## src/hdl/blit_cfg_pkg.sv

```systemverilog
// Package: register map, field layout and encodings of the engine configuration bank
// Assumes a 32-bit plain register port and a 10-bit vertical line count from display timing
package blit_cfg_pkg;
  localparam int ADDR_W = 12;
  localparam logic [ADDR_W-1:0] OFS_STRIDE = 12'h228;
  localparam logic [ADDR_W-1:0] OFS_BASE = 12'h22c;
  localparam logic [ADDR_W-1:0] OFS_CMD = 12'h230;
  localparam logic [ADDR_W-1:0] OFS_TEST = 12'h23c;
  localparam logic [ADDR_W-1:0] OFS_PIXIN = 12'h250;
  localparam logic [ADDR_W-1:0] OFS_GO = 12'h254;
  localparam logic [ADDR_W-1:0] OFS_STAT = 12'h258;
  localparam logic [ADDR_W-1:0] OFS_RES = 12'h25c;
  localparam int STRIDE_W = 10;
  localparam int STRIDE_LSB = 0;
  localparam int SWAP_BIT = 28;
  localparam int ROT_BIT = 29;
  localparam int DEPTH_LSB = 30;
  localparam int BASE_W = 20;
  localparam int BASE_LSB = 3;
  localparam int TEST_EN_BIT = 29;
  localparam int TEST_SEL_LSB = 30;
  localparam int LINE_W = 10;
  localparam int WBEG_LSB = 0;
  localparam int WEND_LSB = 12;
  localparam int WCHK_BIT = 24;
  localparam int CLIP_ALIGN_W = 4;
  localparam logic [31:0] STRIDE_MASK = 32'hf00003ff;
  localparam logic [31:0] BASE_MASK = 32'he00ffff8;
  localparam logic [31:0] CMD_MASK = 32'h013ff3ff;
  localparam logic [31:0] ZERO_WORD = 32'h00000000;
  localparam logic [1:0] DEPTH_8 = 2'h0;
  localparam logic [1:0] DEPTH_16 = 2'h1;
  localparam logic [1:0] SEL_ADDR = 2'h0;
  localparam logic [1:0] SEL_CLIP_LR = 2'h1;
  localparam logic [1:0] SEL_CLIP_TB = 2'h2;
  localparam logic [1:0] SEL_STATE = 2'h3;
  localparam int ADDR_RES_W = 21;
  localparam int LR_W = 9;
  localparam int TB_W = 12;
  localparam int HI_LSB = 16;
  localparam int PIPE_LSB = 3;
  typedef enum logic [2:0] {ST_IDLE, ST_WAIT, ST_RUN} cmd_state_t;
endpackage

```

## src/hdl/line_addr_calc.sv

```systemverilog
// Line start address unit: base plus line times stride, result registered
// Assumes operands are held stable by the register bank while a start is pending
`timescale 1ns/1ps
module line_addr_calc
  import blit_cfg_pkg::*;
(
  // Clock and reset
  input wire logic clk_sys,
  input wire logic reset,
  // Operands
  input wire logic [BASE_W-1:0] base,
  input wire logic [STRIDE_W-1:0] stride,
  input wire logic [LINE_W-1:0] line,
  // Result
  output logic [ADDR_RES_W-1:0] addr
);
  logic [ADDR_RES_W-1:0] prod;
  assign prod = ADDR_RES_W'(base) + ADDR_RES_W'(line) * ADDR_RES_W'(stride);
  always_ff @(posedge clk_sys) begin
    if (reset) begin
      addr <= '0;
    end else begin
      addr <= prod;
    end
  end
endmodule

```

## src/hdl/blit_engine_config_regs.sv

```systemverilog
// Configuration bank of the 2D engine: stride, depth, base, test readout, start window
// Assumes a plain register port and a vertical line count from the display timing logic
// Notes on behaviour
// - Keep a 10-bit destination stride in bytes between line starts.
// - Stride forms the first pixel address of destination and on-screen source windows.
// - Stride bit 28 picks mono pixel order: clear MSB first, set LSB first.
// - Stride bit 29 set selects 90 degree clockwise rotation.
// - Stride bits 31:30 pick depth: 00 8 bpp, 01 16 bpp, 1x reserved.
// - Keep a 20-bit byte base address with low three bits forced zero.
// - Base bit 29 enables test mode, exposing internal results on the readout.
// - Base bits 31:30 pick readout: address, left/right, top/bottom, state.
// - Command control bits 9:0 hold the start window first line.
// - Command control bits 21:12 hold the start window last line.
// - Command control gates command start and carries buffer switch control; buffer_switch is held at zero here.
// - Bit 24 clear starts at once; set waits for line inside window.
// - A last line below the first line wraps the window over frame end.
// - Readout value is undefined with test mode off; reads zero here.
`timescale 1ns/1ps
module blit_engine_config_regs
  import blit_cfg_pkg::*;
(
  // Clock and reset
  input wire logic clk_sys,
  input wire logic reset,
  // Register port
  input wire logic [blit_cfg_pkg::ADDR_W-1:0] reg_addr,
  input wire logic [31:0] reg_wdata,
  input wire logic reg_write,
  input wire logic reg_read,
  output logic [31:0] reg_rdata,
  // Display timing
  input wire logic [blit_cfg_pkg::LINE_W-1:0] vline,
  // Engine configuration
  output logic [blit_cfg_pkg::STRIDE_W-1:0] dest_stride,
  output logic mono_lsb_first,
  output logic rotate_90,
  output logic [1:0] pixel_depth,
  output logic [blit_cfg_pkg::BASE_W-1:0] image_base,
  output logic cmd_active,
  output logic [1:0] buffer_switch
);
  import blit_cfg_pkg::*;

  logic [31:0] dest_stride_and_depth;
  logic [31:0] image_base_and_test_select;
  logic [31:0] command_start_window_control;
  logic [7:0] pix_in;
  logic [7:0] pix_out;
  logic [LINE_W-1:0] cmd_line;
  cmd_state_t state;
  cmd_state_t next_state;
  logic [ADDR_RES_W-1:0] addr_res;
  logic [31:0] test_readout_register;
  logic [31:0] next_rdata;
  logic [31:0] status_word;
  logic [LINE_W-1:0] win_beg;
  logic [LINE_W-1:0] win_end;
  logic in_window;
  logic wait_enable;
  logic go_write;
  logic [LR_W-1:0] clip_left;
  logic [LR_W-1:0] clip_right;
  logic [TB_W-1:0] clip_top;
  logic [TB_W-1:0] clip_bot;

  function automatic logic hit(input logic [ADDR_W-1:0] a, input logic [ADDR_W-1:0] o);
    hit = (a == o);
  endfunction

  function automatic logic [31:0] merge(input logic [31:0] d, input logic [31:0] m);
    merge = d & m;
  endfunction

  // Field decode
  assign win_beg = command_start_window_control[WBEG_LSB +: LINE_W];
  assign win_end = command_start_window_control[WEND_LSB +: LINE_W];
  assign wait_enable = command_start_window_control[WCHK_BIT];
  // Wrapped window holds lines at or past the first line or at or before the last
  assign in_window = (win_beg <= win_end) ? (vline >= win_beg && vline <= win_end)
    : (vline >= win_beg || vline <= win_end);
  assign go_write = reg_write && hit(reg_addr, OFS_GO);

  // Mono source byte is reordered so the engine always sees pixel 0 in bit 7
  genvar gi;
  generate
    for (gi = 0; gi < 8; gi = gi + 1) begin : g_swap
      assign pix_out[gi] = dest_stride_and_depth[SWAP_BIT] ? pix_in[7 - gi] : pix_in[gi];
    end
  endgenerate

  // Command start sequencing
  always_comb begin
    next_state = state;
    case (state)
      ST_IDLE: begin
        if (go_write) begin
          next_state = wait_enable ? ST_WAIT : ST_RUN;
        end
      end
      ST_WAIT: begin
        if (in_window) begin
          next_state = ST_RUN;
        end
      end
      ST_RUN: begin
        next_state = ST_IDLE;
      end
      default: begin
        next_state = ST_IDLE;
      end
    endcase
  end

  always_ff @(posedge clk_sys) begin
    if (reset) begin
      state <= ST_IDLE;
      cmd_line <= '0;
    end else begin
      state <= next_state;
      if (state == ST_WAIT && in_window) begin
        cmd_line <= vline;
      end else if (state == ST_IDLE && go_write && !wait_enable) begin
        cmd_line <= vline;
      end
    end
  end

  line_addr_calc u_calc (
    .clk_sys(clk_sys),
    .reset(reset),
    .base(image_base),
    .stride(dest_stride),
    .line(cmd_line),
    .addr(addr_res)
  );

  // Clip differences against the stored window limits
  assign clip_left = LR_W'(win_beg) - LR_W'(cmd_line);
  assign clip_right = LR_W'(win_end) - LR_W'(cmd_line);
  assign clip_top = TB_W'(win_beg) - TB_W'(vline);
  assign clip_bot = TB_W'(win_end) - TB_W'(vline);

  always_comb begin
    test_readout_register = ZERO_WORD;
    if (image_base_and_test_select[TEST_EN_BIT]) begin
      case (image_base_and_test_select[TEST_SEL_LSB +: 2])
        SEL_ADDR: test_readout_register[ADDR_RES_W-1:0] = addr_res;
        SEL_CLIP_LR: begin
          test_readout_register[LR_W-1:0] = clip_left;
          test_readout_register[HI_LSB +: LR_W] = clip_right;
        end
        SEL_CLIP_TB: begin
          test_readout_register[TB_W-1:0] = clip_top;
          test_readout_register[HI_LSB +: TB_W] = clip_bot;
        end
        SEL_STATE: test_readout_register[PIPE_LSB-1:0] = state;
        default: test_readout_register = ZERO_WORD;
      endcase
    end
  end

  assign status_word = {20'h00000, pix_out, 2'h0, in_window, state != ST_IDLE};

  always_comb begin
    next_rdata = ZERO_WORD;
    if (reg_read) begin
      if (hit(reg_addr, OFS_STRIDE)) begin
        next_rdata = dest_stride_and_depth;
      end else if (hit(reg_addr, OFS_BASE)) begin
        next_rdata = image_base_and_test_select;
      end else if (hit(reg_addr, OFS_CMD)) begin
        next_rdata = command_start_window_control;
      end else if (hit(reg_addr, OFS_TEST)) begin
        next_rdata = test_readout_register;
      end else if (hit(reg_addr, OFS_PIXIN)) begin
        next_rdata = {24'h000000, pix_in};
      end else if (hit(reg_addr, OFS_STAT)) begin
        next_rdata = status_word;
      end else if (hit(reg_addr, OFS_RES)) begin
        next_rdata = 32'(addr_res);
      end
    end
  end

  // Register writes; masks drop reserved and unimplemented bits
  always_ff @(posedge clk_sys) begin
    if (reset) begin
      dest_stride_and_depth <= ZERO_WORD;
      image_base_and_test_select <= ZERO_WORD;
      command_start_window_control <= ZERO_WORD;
      pix_in <= '0;
    end else if (reg_write) begin
      if (hit(reg_addr, OFS_STRIDE)) begin
        dest_stride_and_depth <= merge(reg_wdata, STRIDE_MASK);
      end
      if (hit(reg_addr, OFS_BASE)) begin
        image_base_and_test_select <= merge(reg_wdata, BASE_MASK);
      end
      if (hit(reg_addr, OFS_CMD)) begin
        command_start_window_control <= merge(reg_wdata, CMD_MASK);
      end
      if (hit(reg_addr, OFS_PIXIN)) begin
        pix_in <= reg_wdata[7:0];
      end
    end
  end

  always_ff @(posedge clk_sys) begin
    if (reset) begin
      reg_rdata <= ZERO_WORD;
      dest_stride <= '0;
      mono_lsb_first <= 1'b0;
      rotate_90 <= 1'b0;
      pixel_depth <= DEPTH_8;
      image_base <= '0;
      cmd_active <= 1'b0;
      buffer_switch <= 2'h0;
    end else begin
      reg_rdata <= next_rdata;
      dest_stride <= dest_stride_and_depth[STRIDE_LSB +: STRIDE_W];
      mono_lsb_first <= dest_stride_and_depth[SWAP_BIT];
      rotate_90 <= dest_stride_and_depth[ROT_BIT];
      pixel_depth <= dest_stride_and_depth[DEPTH_LSB +: 2];
      image_base <= image_base_and_test_select[BASE_W-1:0];
      cmd_active <= (next_state == ST_RUN);
      buffer_switch <= 2'h0;
    end
  end

  chk_base_low_zero: assert property (@(posedge clk_sys) disable iff (reset)
    image_base[BASE_LSB-1:0] == 3'h0) else $error("base low bits not zero");
  chk_reserved_zero: assert property (@(posedge clk_sys) disable iff (reset)
    (command_start_window_control & ~CMD_MASK) == ZERO_WORD) else $error("reserved bits set");
  chk_immediate_start: assert property (@(posedge clk_sys) disable iff (reset)
    (state == ST_IDLE && go_write && !wait_enable) |=> cmd_active)
    else $error("immediate start missing");
  chk_wait_hold: assert property (@(posedge clk_sys) disable iff (reset)
    (state == ST_WAIT && !in_window) |=> !cmd_active) else $error("start outside window");
  chk_window_wrap: assert property (@(posedge clk_sys) disable iff (reset)
    (win_beg > win_end && vline < win_beg && vline > win_end) |-> !in_window)
    else $error("wrap window wrong");
  chk_test_off_zero: assert property (@(posedge clk_sys) disable iff (reset)
    (reg_read && hit(reg_addr, OFS_TEST) && !image_base_and_test_select[TEST_EN_BIT])
    |=> reg_rdata == ZERO_WORD) else $error("readout not zero");
  chk_test_state: assert property (@(posedge clk_sys) disable iff (reset)
    (reg_read && hit(reg_addr, OFS_TEST) && image_base_and_test_select[TEST_EN_BIT]
    && image_base_and_test_select[TEST_SEL_LSB +: 2] == SEL_STATE)
    |=> reg_rdata[31:PIPE_LSB] == 29'h0) else $error("state readout wide");
  chk_stride_out: assert property (@(posedge clk_sys) disable iff (reset)
    (reg_write && hit(reg_addr, OFS_STRIDE)) |=> ##1 dest_stride == $past(reg_wdata[9:0], 2))
    else $error("stride not applied");
  chk_depth_out: assert property (@(posedge clk_sys) disable iff (reset)
    (reg_write && hit(reg_addr, OFS_STRIDE)) |=> ##1 pixel_depth == $past(reg_wdata[31:30], 2))
    else $error("depth not applied");
  chk_swap_order: assert property (@(posedge clk_sys) disable iff (reset)
    dest_stride_and_depth[SWAP_BIT] |-> pix_out[7] == pix_in[0]) else $error("swap wrong");

  // Output copies lag the register by one cycle, so checks look two edges on
  chk_rotate_out: assert property (@(posedge clk_sys) disable iff (reset)
    (reg_write && hit(reg_addr, OFS_STRIDE))
    |=> ##1 rotate_90 == $past(reg_wdata[ROT_BIT], 2)) else $error("rotation not applied");
  chk_swap_out: assert property (@(posedge clk_sys) disable iff (reset)
    (reg_write && hit(reg_addr, OFS_STRIDE))
    |=> ##1 mono_lsb_first == $past(reg_wdata[SWAP_BIT], 2)) else $error("order not applied");
  chk_base_out: assert property (@(posedge clk_sys) disable iff (reset)
    (reg_write && hit(reg_addr, OFS_BASE))
    |=> ##1 image_base == ($past(reg_wdata[BASE_W-1:0], 2) & BASE_MASK[BASE_W-1:0]))
    else $error("base not applied");

  // Addresses outside the bank read as zero, so a stray read cannot leak state
  chk_unmapped_zero: assert property (@(posedge clk_sys) disable iff (reset)
    (reg_read && !hit(reg_addr, OFS_STRIDE) && !hit(reg_addr, OFS_BASE)
    && !hit(reg_addr, OFS_CMD) && !hit(reg_addr, OFS_TEST) && !hit(reg_addr, OFS_PIXIN)
    && !hit(reg_addr, OFS_STAT) && !hit(reg_addr, OFS_RES))
    |=> reg_rdata == ZERO_WORD) else $error("unmapped read not zero");

  // Start sequencing: one pulse per command, line captured on the pulse edge
  chk_run_pulse: assert property (@(posedge clk_sys) disable iff (reset)
    cmd_active |=> !cmd_active) else $error("start pulse too long");
  chk_window_start: assert property (@(posedge clk_sys) disable iff (reset)
    (state == ST_WAIT && in_window) |=> cmd_active) else $error("window start missing");
  chk_line_latch: assert property (@(posedge clk_sys) disable iff (reset)
    cmd_active |-> cmd_line == $past(vline)) else $error("start line not latched");

  // Test readout layouts
  chk_test_addr: assert property (@(posedge clk_sys) disable iff (reset)
    (reg_read && hit(reg_addr, OFS_TEST) && image_base_and_test_select[TEST_EN_BIT]
    && image_base_and_test_select[TEST_SEL_LSB +: 2] == SEL_ADDR)
    |=> reg_rdata == 32'($past(addr_res))) else $error("address readout wrong");
  chk_test_lr: assert property (@(posedge clk_sys) disable iff (reset)
    (reg_read && hit(reg_addr, OFS_TEST) && image_base_and_test_select[TEST_EN_BIT]
    && image_base_and_test_select[TEST_SEL_LSB +: 2] == SEL_CLIP_LR)
    |=> (reg_rdata[HI_LSB-1:LR_W] == 7'h0 && reg_rdata[31:HI_LSB+LR_W] == 7'h0))
    else $error("clip readout wide");
  chk_test_tb: assert property (@(posedge clk_sys) disable iff (reset)
    (reg_read && hit(reg_addr, OFS_TEST) && image_base_and_test_select[TEST_EN_BIT]
    && image_base_and_test_select[TEST_SEL_LSB +: 2] == SEL_CLIP_TB)
    |=> (reg_rdata[HI_LSB-1:TB_W] == 4'h0 && reg_rdata[31:HI_LSB+TB_W] == 4'h0))
    else $error("edge readout wide");

  cov_wait_start: cover property (@(posedge clk_sys) state == ST_WAIT ##1 state == ST_RUN);
  cov_test_read: cover property (@(posedge clk_sys)
    reg_read && hit(reg_addr, OFS_TEST) && image_base_and_test_select[TEST_EN_BIT]);
  cov_now_start: cover property (@(posedge clk_sys) state == ST_IDLE ##1 state == ST_RUN);
  cov_wrap: cover property (@(posedge clk_sys) win_beg > win_end && in_window);
endmodule

```

## config.mk

```make
export PLATFORM = sky130hd
export DESIGN_NAME = blit_engine_config_regs
export DESIGN_NICKNAME = d
export VERILOG_FILES = /design/src/hdl/blit_cfg_pkg.sv /design/src/hdl/line_addr_calc.sv /design/src/hdl/blit_engine_config_regs.sv
export SDC_FILE = /design/constraint.sdc
export NUM_CORES = 1
export LEC_CHECK = 0
export ABC_AREA = 1
export BUFFER_PORTS_ARGS = -buffer_cell sky130_fd_sc_hd__buf_4
export CAP_MARGIN = 20
export CORE_AREA = 2 2 144 146
export DETAILED_ROUTE_END_ITERATION = 8
export DIE_AREA = 0 0 146 148
export HOLD_SLACK_MARGIN = 0.06
export PLACE_DENSITY = 0.85
export SLEW_MARGIN = 20
export SYNTH_ARGS = -nofsm -noshare
export SYNTH_HDL_FRONTEND = slang
export SYNTH_SLANG_ARGS = --single-unit
```

## constraint.sdc

```tcl
create_clock -name clk_sys -period 5.6 [get_ports clk_sys]
set_input_delay 1.68 -clock clk_sys [delete_from_list [all_inputs] [get_ports clk_sys]]
set_output_delay 1.68 -clock clk_sys [all_outputs]
set_load 0.02 [all_outputs]
```

Yosys cells after proc, flatten, opt, wreduce, memory -nomap -nowiden. Index checks and enable logic that the tools add are counted.

Register bits after elaboration: 161. Bits of input ports: 58. Output and inout bits: 69. Logic and storage cells: 89.

Add/subtract/negate cells: 5. Multiply operators: 1. Order comparisons: 3. Eq/ne operators: 13. Multiplexer cells: 30. Bitwise operators: 1. Reductions and logical operators: 19.

Operators with widths (count): two-way mux 32 bit (4); equality test 12 x 10 -> 1 bit, second input constant (8); two-way mux 21 bit (3); two-way mux 28 bit (1); subtractor 10 x 10 -> 11 bit (2); adder 20 x 20 -> 21 bit (1); less-or-equal comparator 10 bit (2); multiplier 10 x 10 -> 20 bit (1); two-way mux 10 bit (2); one-hot mux 6 bit (3 select lines) (1); subtractor 9 bit (2); one-hot mux 5 bit (3 select lines) (1); one-hot mux 3 bit (2 select lines) (2); one-hot mux 3 bit (4 select lines) (1); >= comparator 10 bit (1); two-way mux 1 bit (9); two-way mux 3 bit (3); one-hot mux 4 bit (2 select lines) (1); AND reduction 2 bit (4); logical AND 1 bit (5); OR reduction 5 bit (1); equality test 2 bit, second input constant (2); two-way mux 4 bit (1); OR reduction 4 bit (1); 13 further kinds (13).

Depth between registers and ports, before layout.
Word-level depth: 9. Depth in mapped cells: 22. Gate-level depth less buffers: 21.

Modules after synthesis. From an unflattened synthesis, not the netlist that was laid out.

Cells, all modules: 1706. Area total of the unflattened synthesis: 12426.9 µm².

By module, submodules not included: blit_engine_config_regs (times used 1, cells each 1066, area an instance 7701.1 µm², seq. area each 2782.7 µm²); line_addr_calc (times used 1, cells each 640, area an instance 4725.8 µm², seq. area each 420.4 µm²).

Least setup slack after synthesis. OpenSTA, ideal clock, no wires.

Path type: reg2reg. From: register dest_stride[4] (netlist bit). To: register u_calc.addr[19]. Setup time: 0.113 ns. Data arrival time: 4.629 ns. Required time: 5.487 ns. Slack: 0.858 ns. Stages on the path, launching flop included: 20. Buffers on the path: 1. Period minus slack after synthesis: 4.742 ns. Path through: dfxtp_1 > clkbuf_1 > nand2_1 > fa_1 > inv_1 > fa_1 > fa_1 > fa_1 > inv_1 > fa_1 > inv_1 > ha_1 > a21oi_1 > nor2_1 > a211oi_1 > o211ai_1 > a211oi_1 > nand2_1 > nand2_1 > nor2_1.

Cells in the longest elaborated chain, start to end: 2.

RTL lines: start: declaration (line blit_engine_config_regs.sv:34) `output logic [blit_cfg_pkg::STRIDE_W-1:0] dest_stride,`; start signal: assignment (line blit_engine_config_regs.sv:220) `dest_stride <= dest_stride_and_depth[STRIDE_LSB +: STRIDE_W];`; multiplier 10 x 10 -> 20 bit (line line_addr_calc.sv:18) `assign prod = ADDR_RES_W'(base) + ADDR_RES_W'(line) * ADDR_RES_W'(stride);`; adder 20 x 20 -> 21 bit (line line_addr_calc.sv:18); end signal: assignment (line line_addr_calc.sv:23) `addr <= prod;`; end: declaration (line line_addr_calc.sv:15) `output logic [ADDR_RES_W-1:0] addr`.

Every way passes these cells. A chain may end at the register's enable or synchronous reset.

Worst setup path after layout.
From: register cmd_line[7]. To: register u_calc.addr[19].

Cells in the longest elaborated chain, start to end: 2.

RTL lines: start: declaration (line blit_engine_config_regs.sv:49) `logic [LINE_W-1:0] cmd_line;`; start signal: assignment (line blit_engine_config_regs.sv:121) `cmd_line <= vline;`; start signal: assignment (line blit_engine_config_regs.sv:123) `cmd_line <= vline;`; multiplier 10 x 10 -> 20 bit (line line_addr_calc.sv:18); adder 20 x 20 -> 21 bit (line line_addr_calc.sv:18).

Every way passes these cells.

==> metrics.md <==
| Metric | Value |
|---|---|
| Antenna cells | 0 |
| Die Y | 148 um |
| Mean Syn Cell Area | 7.42 um^2 |
| Largest fanout on the critical path | 12 |
| Clk root buf | clkbuf_16 |
| Area of the multi-input gates | 7360 um^2 |
| Die ar. | 21600 um^2 |
| Yosys Warn Count | 0 |
| Synth top area cells | dfxtp_1 (27%), fa_1 (14%), ha_1 (11%) |
| Top_reg_cell synth | dfxtp_1 |
| Total grt overflow | 0 |
| Worst r2r src | cmd_line[7]$_SDFFE_PP0P_ |
| Fin area | 13700 um^2 |
| Endpoints failing hold | 0 |
| Status | complete, no violations |
| Final WS setup | 0.433 ns |
| Worst IR drop on VDD | 0.215 mV |
| Hold-fix buffers at CTS | 0 |
| CTS HTree Levels | 4 |
| Worst Setup Start Kind | flop |
| Setup-failing EPs final | 0 |
| Critical path class | flop to flop |
| Reg clk slew, reported paths | 0.07 ns |
| DRC viols | 0 |
| Largest net degree at the start of global routing | 77 |
| Worst skew pair latency | 0.44 ns |
| PwrDens | 181 nW/um^2 |
| Mapped Area | 12000 um^2 |
| RSZ-0062 raised after global routing | false |
| Nets@finish | 1956 |
| CP Data Required Time | 5.93 ns |
| DP HPWL | 29.5 mm |
| Non-Filler Instances | 1992 |
| Final Cycle Share | 92.3% |
| CTS tree | built |
| Yosys cell types | 55 |
| Worst reg2reg path depth | 18 |
| DR vias | 11500 |
| Arr. time, crit path | 5.50 ns |
| Reg area | 3200 um^2 |
| Layout Area Growth over Synthesis | 13.3% |
| Post-DRT Antenna Nets | 0 |
| Buffers on Ports | 116 |
| Core region area | 20000 um^2 |
| Die Wd | 146 um |
| Worst-margin pin slew | 0.870 ns |
| First-pass GRT wire length | 59.5 mm |
| Peak Freq | 194 MHz |
| Critical Path End Type | flop |
| Largest area contributor in the netlist | dfxtp_1 |
| Wire per inst | 18.9 um |
| Starting Density | 60.1% |
| CTS Sinks | 160 |
| Gp weighted congestion | 1.03 |
| Post-synth EDFFs | 0 |
| Num CTS Buffers | 17 |
| P_leak | 0.00710 uW |
| Cell with the most instances after synthesis | nand2_1 |
| CP startpoint | cmd_line[7]$_SDFFE_PP0P_ |
| Top cells by count, synth | nand2_1 (316), inv_1 (307), dfxtp_1 (160) |
| Share of cells above drive strength 1 | 11.6% |
| DP Worst Slack | 0.534 ns |
| Pre-antenna DRT Iters | 8 |
| Row cnt | 52 |
| Hold path cells | 2 |
| Clock Path Buffers | 2 |
| Termination of the worst setup path | u_calc.addr[19]$_SDFF_PP0_ |
| Synth Instances | 1623 |
| Ys async rst share | 0% |
| #FFs+latches synth | 160 |
| Dpl cells | 1960 |
| R2r endpoint | u_calc.addr[19]$_SDFF_PP0_ |
| Min-delay worst type | flop to flop |
| Ports | 127 |
| Total of max-cap violations | 0 |
| Fin Clk Skew | 0.0134 ns |
| Post-Route WL | 37.7 mm |
| Final Slew Violations | 0 |
| DRT iter0 DRCs | 1187 |
| Initial antenna violation count | 1 |
| Vias per cell | 5.77 |
| Share of the synthesized area in the top cell type | 26.6% |
| Post-layout min period | 5.17 ns |
| Rel. slew slack | 41.8% |
| Resized Gates After CTS | 0 |
| Global-route total usage across every layer | 35.4% |
| Post-DP Area | 13000 um^2 |
| Fillers | 1673 |
| TNS Setup | 0 ns |
| R2R Setup Slk | 0.43 ns |
| Register area share after synthesis | 26.6% |
| Power Total | 2470 uW |
| Vias in the first global route | 10900 |
| Post-CTS Setup Inserts | 0 |
==> flip-flops by register name (all words and copies together), names as in the netlist <==
| signal | count |
|---|---|
| state | 3 |
| reg_rdata | 31 |
| dest_stride_and_depth | 14 |
| u_calc.addr | 21 |
| pix_in | 8 |
| dest_stride | 10 |
| cmd_active | 1 |
| image_base_and_test_select | 20 |
| mono_lsb_first | 1 |
| pixel_depth | 2 |
| command_start_window_control | 21 |
| image_base | 17 |
| cmd_line | 10 |
| rotate_90 | 1 |
==> metal layers <==
layer  global-route usage (%)  vias up  routed length [um]
met3                     6.94      111                3940
met2                     53.9      692               16500
met1                     49.4     5361               15700
li1                         -     5327                   -
met5                        0        -                   9
met4                     15.2        2                1560
==> placed cells by master, fill, tap and decap left out, drive strengths merged, types with 3 or more instances in the layout <==
master / Yosys / routed
dfxtp: 160 / 160
nand2: 330 / 330
nand3b: 4 / 4
fa: 84 / 84
a211oi: 39 / 39
a21o: 5 / 5
ha: 105 / 105
xnor2: 5 / 5
nor3b: 3 / 3
inv: 315 / 320
a21oi: 128 / 128
nor3: 14 / 14
o211ai: 13 / 13
o21ai: 102 / 102
clkinv: 1 / 8
nand4: 7 / 7
o221ai: 5 / 5
a31oi: 10 / 10
buf: 32 / 125
conb: 1 / 6
nor2: 144 / 144
o22ai: 14 / 14
nand3: 49 / 49
clkbuf: 31 / 17
or2: 4 / 4
o31ai: 3 / 3
==> kinds of logic after synthesis <==
family / synth area share, %
other: 0.0311
AOI/OAI and AO/OA: 16.0
and+or+nand+nor: 19.7
DFF: 26.6
adders and majority gates: 24.9
buffers and inverters: 12.5
xor gates and xnor gates: 0.364
==> critical path, stage by stage (launching register included) <==
cell and delay, ns:
dfxtp_1 0.67, nand2_1 0.17, fa_1 0.56, inv_1 0.05, fa_1 0.44, fa_1 0.50
fa_1 0.50, inv_1 0.05, fa_1 0.47, inv_1 0.04, ha_1 0.34, a21oi_1 0.19
nor2_1 0.05, a211oi_1 0.20, o211ai_1 0.26, a211oi_1 0.34, nand2_1 0.08, nand2_1 0.08
nor2_1 0.05
==> layout make-up <==
type                            instances  area share [%]
Multi-Input combinational cell       1089            53.9
Sequential cell                       160            23.5
Inverter                              316            8.71
Timing Repair Buffer                  125            6.87
Clock buffer                           17            3.12
Tap cell                              270            2.47
Clock inverter                         15            1.45
==> through the flow <==
step	utilization, %	hold WS [ns]
finish	68.1	0.457
global route	68.1	0.482
CTS	68.1	0.459
detailed placement	65.0	0.443
global placement	65.0	0.442
floorplan	-	0.422
==> worst min-delay path by stage <==
stage	start	to	slack, ns
after floorplan	image_base_and_test_select[17]$_SDFFE_PP0P_	image_base[17]$_SDFF_PP0_	0.42
after global placement	dest_stride_and_depth[0]$_SDFFE_PP0P_	dest_stride[0]$_SDFF_PP0_	0.44
after detailed placement	dest_stride_and_depth[31]$_SDFFE_PP0P_	pixel_depth[1]$_SDFF_PP0_	0.44
after CTS	dest_stride_and_depth[29]$_SDFFE_PP0P_	rotate_90$_SDFF_PP0_	0.46
after global routing	dest_stride_and_depth[31]$_SDFFE_PP0P_	pixel_depth[1]$_SDFF_PP0_	0.48
final	dest_stride_and_depth[29]$_SDFFE_PP0P_	rotate_90$_SDFF_PP0_	0.46
==> report_power, final <==
group | switching (uW) | internal (uW)
registers | 0.503 | 1140
logic | 75.5 | 41.0
clock network | 571 | 645
Note: power is estimated with default switching activity, not from simulation.
